File: config.mk
export PLATFORM = sky130hd
export DESIGN_NAME = extended_irq_priority_bits
export DESIGN_NICKNAME = d
export VERILOG_FILES = /design/src/design/prio_pkg.sv /design/src/design/priority_store.sv /design/src/design/extended_irq_priority_bits.sv
export SDC_FILE = /design/constraint.sdc
export NUM_CORES = 1
export LEC_CHECK = 0
export BUFFER_PORTS_ARGS = -buffer_cell sky130_fd_sc_hd__buf_2
export CORE_ASPECT_RATIO = 0.7
export CORE_MARGIN = 4
export CORE_UTILIZATION = 40
export DETAILED_ROUTE_END_ITERATION = 7
export PLACE_DENSITY = 0.76
export SETUP_SLACK_MARGIN = 0.02
export SLEW_MARGIN = 20
export SYNTH_ARGS = -nofsm -noshare
export SYNTH_HDL_FRONTEND = slang
export SYNTH_SLANG_ARGS = --single-unit
File: constraint.sdc
create_clock -name aclk -period 1.7 [get_ports aclk]
set_input_delay 0.17 -clock aclk [delete_from_list [all_inputs] [get_ports aclk]]
set_output_delay 0.17 -clock aclk [all_outputs]
set_load 0.1 [all_outputs]
File: src/design/prio_pkg.sv
package prio_pkg;
    localparam int unsigned ADDR_WIDTH = 4;
    localparam int unsigned DATA_WIDTH = 32;
    localparam logic [3:0] PRIORITY_OFFSET = 4'h0;
    localparam logic [3:0] STATUS_OFFSET = 4'h4;
    localparam logic [7:0] PRIORITY_RESET = 8'h00;
    localparam logic [7:0] WRITABLE_MASK = 8'hfd;
    localparam int unsigned SMBUS_BIT = 0;
    localparam int unsigned RESERVED_BIT = 1;
    localparam int unsigned WINDOW_BIT = 2;
    localparam int unsigned DONE_BIT = 3;
    localparam int unsigned COUNTER_BIT = 4;
    localparam int unsigned FIRST_CMP_BIT = 5;
    localparam int unsigned SECOND_CMP_BIT = 6;
    localparam int unsigned TIMER_BIT = 7;
    localparam logic [1:0] RESP_OKAY = 2'h0;
    localparam logic [1:0] RESP_SLVERR = 2'h2;

    typedef struct packed {
        logic third_timer_priority_bit;
        logic second_comparator_priority_bit;
        logic first_comparator_priority_bit;
        logic counter_array_priority_bit;
        logic conversion_done_priority_bit;
        logic window_compare_priority_bit;
        logic reserved_bit;
        logic smbus_port_priority_bit;
    } priority_type;
endpackage

File: src/design/priority_store.sv
`timescale 1ns/1ps
// Holds the priority byte; reserved bit is never stored.
module priority_store (
    input wire logic aclk,
    input wire logic aresetn,
    input wire logic write_en,
    input wire logic [7:0] write_data,
    input wire logic [7:0] write_strobe_mask,
    output logic [7:0] stored
);
    always_ff @(posedge aclk) begin
        if (!aresetn) begin
            stored <= prio_pkg::PRIORITY_RESET;
        end else if (write_en) begin
            stored <= ((write_data & write_strobe_mask) | (stored & ~write_strobe_mask))
                & prio_pkg::WRITABLE_MASK;
        end
    end
endmodule

File: src/design/extended_irq_priority_bits.sv
`timescale 1ns/1ps
// Behaviour
// - Bit 6 sets second comparator priority: 1 high, 0 low.
// - Bit 5 sets first comparator priority: 1 high, 0 low.
// - Bit 4 sets counter array priority: 1 high, 0 low.
// - Bit 3 sets conversion done priority: 1 high, 0 low.
// - Bit 2 sets window compare priority: 1 high, 0 low.
// - Bit 1 reserved: reads zero; software must write zero.
// - Bit 0 sets the SMBus port interrupt priority.
// - Bit 7 sets third timer priority: 1 high, 0 low.
module extended_irq_priority_bits (
    input wire logic aclk,
    input wire logic aresetn,
    input wire logic [3:0] s_axi_awaddr,
    input wire logic s_axi_awvalid,
    output logic s_axi_awready,
    input wire logic [31:0] s_axi_wdata,
    input wire logic [3:0] s_axi_wstrb,
    input wire logic s_axi_wvalid,
    output logic s_axi_wready,
    output logic [1:0] s_axi_bresp,
    output logic s_axi_bvalid,
    input wire logic s_axi_bready,
    input wire logic [3:0] s_axi_araddr,
    input wire logic s_axi_arvalid,
    output logic s_axi_arready,
    output logic [31:0] s_axi_rdata,
    output logic [1:0] s_axi_rresp,
    output logic s_axi_rvalid,
    input wire logic s_axi_rready,
    output prio_pkg::priority_type priority_levels,
    output logic reserved_write_seen
);
    logic aw_held;
    logic w_held;
    logic [3:0] aw_addr;
    logic [31:0] w_data;
    logic [3:0] w_strb;
    logic [7:0] stored;

    // Address and data may come in either order; each is latched when taken.
    wire aw_take = s_axi_awvalid && s_axi_awready;
    wire w_take = s_axi_wvalid && s_axi_wready;
    wire have_aw = aw_held || aw_take;
    wire have_w = w_held || w_take;
    wire [3:0] cur_awaddr = aw_held ? aw_addr : s_axi_awaddr;
    wire [31:0] cur_wdata = w_held ? w_data : s_axi_wdata;
    wire [3:0] cur_wstrb = w_held ? w_strb : s_axi_wstrb;
    wire write_fire = have_aw && have_w && !s_axi_bvalid;
    wire write_hit = cur_awaddr == prio_pkg::PRIORITY_OFFSET;
    wire status_hit = cur_awaddr == prio_pkg::STATUS_OFFSET;
    wire store_en = write_fire && write_hit && cur_wstrb[0];
    wire [7:0] lane_mask = {8{cur_wstrb[0]}};
    wire reserved_violation = store_en && cur_wdata[prio_pkg::RESERVED_BIT];
    wire clear_flag = write_fire && status_hit && cur_wstrb[0] && cur_wdata[0];
    wire read_take = s_axi_arvalid && s_axi_arready;
    wire read_hit_prio = s_axi_araddr == prio_pkg::PRIORITY_OFFSET;
    wire read_hit_stat = s_axi_araddr == prio_pkg::STATUS_OFFSET;
    wire [31:0] read_word = read_hit_prio ? {24'h000000,
        stored & prio_pkg::WRITABLE_MASK}
        : read_hit_stat ? {31'h00000000, reserved_write_seen} : 32'h00000000;
    wire [1:0] read_resp = (read_hit_prio || read_hit_stat) ?
        prio_pkg::RESP_OKAY : prio_pkg::RESP_SLVERR;
    wire [1:0] write_resp = (write_hit || status_hit) ?
        prio_pkg::RESP_OKAY : prio_pkg::RESP_SLVERR;

    priority_store store (
        .aclk(aclk),
        .aresetn(aresetn),
        .write_en(store_en),
        .write_data(cur_wdata[7:0]),
        .write_strobe_mask(lane_mask),
        .stored(stored)
    );

    always_ff @(posedge aclk) begin
        if (!aresetn) begin
            aw_held <= 1'b0;
            aw_addr <= 4'h0;
            s_axi_awready <= 1'b0;
        end else begin
            if (aw_take) begin
                aw_addr <= s_axi_awaddr;
            end
            aw_held <= have_aw && !write_fire;
            s_axi_awready <= !have_aw || write_fire ? !aw_take || write_fire : 1'b0;
        end
    end

    always_ff @(posedge aclk) begin
        if (!aresetn) begin
            w_held <= 1'b0;
            w_data <= 32'h00000000;
            w_strb <= 4'h0;
            s_axi_wready <= 1'b0;
        end else begin
            if (w_take) begin
                w_data <= s_axi_wdata;
                w_strb <= s_axi_wstrb;
            end
            w_held <= have_w && !write_fire;
            s_axi_wready <= !have_w || write_fire ? !w_take || write_fire : 1'b0;
        end
    end

    always_ff @(posedge aclk) begin
        if (!aresetn) begin
            s_axi_bvalid <= 1'b0;
            s_axi_bresp <= prio_pkg::RESP_OKAY;
        end else if (write_fire) begin
            s_axi_bvalid <= 1'b1;
            s_axi_bresp <= write_resp;
        end else if (s_axi_bvalid && s_axi_bready) begin
            s_axi_bvalid <= 1'b0;
        end
    end

    // Set wins over clear so a violation in the clearing cycle is kept.
    always_ff @(posedge aclk) begin
        if (!aresetn) begin
            reserved_write_seen <= 1'b0;
        end else if (reserved_violation) begin
            reserved_write_seen <= 1'b1;
        end else if (clear_flag) begin
            reserved_write_seen <= 1'b0;
        end
    end

    always_ff @(posedge aclk) begin
        if (!aresetn) begin
            s_axi_arready <= 1'b0;
            s_axi_rvalid <= 1'b0;
            s_axi_rdata <= 32'h00000000;
            s_axi_rresp <= prio_pkg::RESP_OKAY;
        end else if (read_take) begin
            s_axi_arready <= 1'b0;
            s_axi_rvalid <= 1'b1;
            s_axi_rdata <= read_word;
            s_axi_rresp <= read_resp;
        end else if (s_axi_rvalid && s_axi_rready) begin
            s_axi_rvalid <= 1'b0;
            s_axi_arready <= 1'b1;
        end else begin
            s_axi_arready <= !s_axi_rvalid;
        end
    end

    // Levels go out registered; 1 means high priority for every source.
    always_ff @(posedge aclk) begin
        if (!aresetn) begin
            priority_levels <= prio_pkg::priority_type'(prio_pkg::PRIORITY_RESET);
        end else begin
            priority_levels.third_timer_priority_bit <= stored[prio_pkg::TIMER_BIT];
            priority_levels.second_comparator_priority_bit <=
                stored[prio_pkg::SECOND_CMP_BIT];
            priority_levels.first_comparator_priority_bit <=
                stored[prio_pkg::FIRST_CMP_BIT];
            priority_levels.counter_array_priority_bit <= stored[prio_pkg::COUNTER_BIT];
            priority_levels.conversion_done_priority_bit <= stored[prio_pkg::DONE_BIT];
            priority_levels.window_compare_priority_bit <= stored[prio_pkg::WINDOW_BIT];
            priority_levels.reserved_bit <= 1'b0;
            priority_levels.smbus_port_priority_bit <= stored[prio_pkg::SMBUS_BIT];
        end
    end
endmodule

# Yosys cells after proc, flatten, opt, wreduce, memory -nomap -nowiden
# Index checks and enable logic that the tools add are counted.
totals:
  output_inout_bits: 50
  regBits: 72
  elab_cells: 82
  inputBits: 51
classes:
  reduce_logical: 38
  eq_ne: 2
  n_mux: 14
  n_bitwise: 5
op_table:
  columns: ["op", "n"]
  rows:
  - ["8-bit AND", 2]
  - ["8-bit 2-to-1 mux", 2]
  - ["1-bit logical AND", 15]
  - ["1-bit 2-to-1 mux", 9]
  - ["4-bit by 3-bit == test with 1-bit output, second input constant", 2]
  - ["4-bit logical NOT", 2]
  - ["1-bit logical OR", 8]
  - ["8-bit NOT", 1]
  - ["8-bit bitwise OR", 1]
  - ["1-bit logical NOT", 7]
  - ["2-bit nonzero test", 3]
  - ["2-bit 2-to-1 mux", 2]
  - ["4-bit 2-to-1 mux", 1]
  - ["2-bit AND reduction", 2]
  - ["2-bit OR reduction", 1]
  - ["1-bit NOT", 1]

# Logic depth before layout (Yosys ltp)
depth:
  ltp_word: 9
  ltp_mapped: 5
  depth_no_buf: 4

# Hierarchy
# Synthesis repeated with hierarchy kept, for this count alone.
unflattened:
  cells_unflattened: 219
  hier_area_um2: 1914.3
modules_own_cells:
  columns: ["mod", "area_per_inst_um2", "instances", "seq_area_each_um2", "cells_each"]
  rows:
  - ["extended_irq_priority_bits", 1602.8, 1, 740.7, 181]
  - ["priority_store", 311.5, 1, 140.1, 38]

# Worst setup path before layout
# OpenSTA, ideal clock, no wires.
synth_timing:
  kind: "register to register"
  from: "register s_axi_wready"
  to: "register (tool-made name)"
  t_required_ns: 1.579
  slack_ns: -0.776
  stages_incl_launch_ff: 5
  arrival_time_ns: 2.355
  synth_period_minus_slack_ns: 2.476
  setup_time_ns: 0.121
  n_path_buf: 0
  path_cell_list: "dfxtp_1 a21oi_1 nor3_4 nor4b_4 mux2_2"
synth_rtl:
  columns: ["item", "line_no", "rtl"]
  rows:
  - ["start, declared", "extended_irq_priority_bits.sv:20", "output logic s_axi_wready,"]
  - ["start signal, assigned", "extended_irq_priority_bits.sv:102", "s_axi_wready <= !have_w || write_fire ? !w_take || write_fire : 1'b0;"]

==> impl_metrics.tcl <==
set metrics [dict create \
    whs_endpoint "w_data[7]" \
    avgSynthCellArea_um2 9.15 \
    grt_max_degree 27 \
    preCtsSetupSlack_ps -85.7 \
    cpPeakStageDelay_ps 390 \
    start_util_pct 42.2 \
    arrival_ps 1790 \
    critPathKind "reg -> reg" \
    drv_cap 0 \
    wl_um 3660 \
    cts-root-buf "clkbuf_8" \
    routabilityCongestion 0.750 \
    outcome "finished, final reports clean" \
    yosys.area.top_type_share_pct 47.4 \
    crit_chain "mux2_4 -> nor4b_4 -> buf_6 -> mux2_2" \
    hold_path_depth 3 \
    place_area_um2 2110 \
    die_area_um2 5820 \
    grt-ovfl-total 0 \
    final_core_util_pct 51.8 \
    power.density_nw_per_um2 1100 \
    portBuffers 45 \
    fin_cells 314 \
    final_common_cell "buf_2" \
    hold_buffers 0 \
    hold_slack_ps 115 \
    synth.area.top_cells "dfxtp_1, buf_4, nand2_1" \
    clock_sinks 44 \
    finalWorstPathRequiredPeriod_ps 1600 \
    yosysWarningCount 0 \
    die_h_um 65.0 \
    critPathLaunchType "flip-flop" \
    detailed_place_hpwl_um 2790 \
    fin_area_um2 2280 \
    via_per_inst 4.53 \
    drive_gt1_share_pct 32.4 \
    synth_top_area_cell "dfxtp_1" \
    clk_path_buf_depth 2 \
    ys_ff_latch 44 \
    cts_made_buffers 5 \
    min_from "s_axi_wdata[7]" \
    nFillCells 445 \
    cts_max_level 2 \
    syn_to_final_growth_pct 22.7 \
    io_pins 101 \
    ys_seq_area_share_pct 47.4 \
    fin_crit_sh_pct 94.1 \
    grt_pass1_wl_um 5490 \
    hp-class "in -> reg" \
    multiInputGateArea_um2 871 \
    firstDrtPassIters 4 \
    critPathSlowestCell "dfxtp_4" \
    critical_path_buf_inv_count 1 \
    reg2reg_depth 4 \
    core_area_um2 4400 \
    synth_area_um2 1860 \
    fin_skew_ps 8.54 \
    grt_pass1_vias 1255 \
    clock_latency_ps 300 \
    worstPathRequired_ps 1890 \
    irDropWorstVdd_v 0.000515 \
    worst_setup_path_end_kind "flip-flop" \
    finalMaxSlewViolations 0 \
    regToRegSetupSlack_ps 100 \
    ys_types 30 \
    p_total_mw 2.51 \
    antenna_found_initial 0 \
    die_w_um 89.5 \
    dr_total_vias 1421 \
    drc 0 \
    reg2reg_from "aw_held" \
    cp_max_fo 7 \
    mostFrequentLayoutCells "buf_2, dfxtp_1, conb_1, nand2_1, nor2_1" \
    p_leak_nw 1.02 \
    finalSetupTns_ps 0 \
    cts.clk_slew.worst_paths_ps 80 \
    fmax_ghz 0.625 \
    placed_cells 305 \
    drt_iter0_markers 41 \
    fin_nets 309 \
    track_usage_pct 12.1 \
    syn_inst 203 \
    row_count 20 \
    cp_top_family "multiplexers" \
    setup_viol 0 \
    ant_nets 0 \
    wl_per_cell_um 11.6 \
    antenna_cells 0 \
    hold_viol_final 0 \
    cts_tree "yes" \
    regArea_um2 896 \
    rsz0062_at_grt "no" \
    finalWorstSetupSlack_ps 101 \
]
[what timing repair did]
item	4_1_cts	5_1_grt
setup endpoints to repair	6	6
resized for setup	5	4
buffers inserted	0	1
cloned	0	0
pin swaps	0	2
[synthesized netlist by cell type]
master	count
o32ai_1	1
a21oi_2	1
inv_1	2
clkbuf_1	4
a32o_1	1
mux2i_1	10
nand3b_1	1
conb_1	1
dfxtp_1	44
nor4_1	1
nand2_1	27
buf_4	28
nor3_1	5
or3_1	1
mux2_2	7
clkinv_1	1
nor4b_2	1
a22oi_1	6
a21oi_1	18
o21a_1	1
nor4b_4	1
and3_1	1
nor3_4	1
nand3_1	6
and2_1	7
buf_2	1
nand2b_1	1
nor2_1	21
a2bb2oi_1	1
buf_1	2
[worst reg2reg max path: cells and delay by family, from the launching register on]
kind / cells / cell delay (ps)
buf+inv: 1 / 160
mux: 2 / 670
flops: 1 / 390
simple gates: 1 / 280
[area by class of cell]
| class | count | share of cell area, % |
|---|---|---|
| repair buffers | 56 | 13.7 |
| clock buffers | 6 | 3.62 |
| multi-input cells | 148 | 38.2 |
| clock inverters | 2 | 1.70 |
| flip-flops and latches | 44 | 39.3 |
| inverters | 3 | 0.494 |
| well taps | 55 | 3.02 |
[power by group]
part	switching (mW)	internal, mW	total, mW
clock network	0.348	0.480	0.829
logic	0.482	0.105	0.587
registers	0.0321	1.07	1.10
total	0.863	1.65	2.51
[logic make-up (layout without fill, tap and decap cells)]
| kind of cell | count (synthesis) | count (layout) | synth area share, % |
|---|---|---|---|
| compound gates | 29 | 29 | 9.63 |
| other cells | 1 | 28 | 0.202 |
| buf+inv | 38 | 67 | 13.4 |
| mux | 17 | 17 | 9.63 |
| simple gates | 74 | 74 | 19.7 |
| flops | 44 | 44 | 47.4 |
[routing by layer]
metal / wire, um / share of wire [%] / global-route usage [%] / vias to the layer above
met4: 42 / 1.1 / 3.90 / 0
met5: 0 / 0 / 0 / -
met3: 274 / 7.5 / 4.57 / 7
li1: - / - / - / 735
met1: 1740 / 47 / 16.5 / 639
met2: 1610 / 44 / 17.4 / 40
[worst max-delay path by stage]
stage               startpoint        end  slack, ps  cells past startpoint
6_report               aw_held  flip-flop        100                      4
3_3_place_gp   s_axi_awaddr[0]  flip-flop       -100                      6
5_1_grt             aw_addr[3]  flip-flop         30                      5
4_1_cts             aw_addr[0]  flip-flop         40                      5
3_5_place_dp   s_axi_awaddr[0]  flip-flop        -90                      6
2_1_floorplan     s_axi_wready  flip-flop       -140                      4
Power figures use the tool's default switching activity.
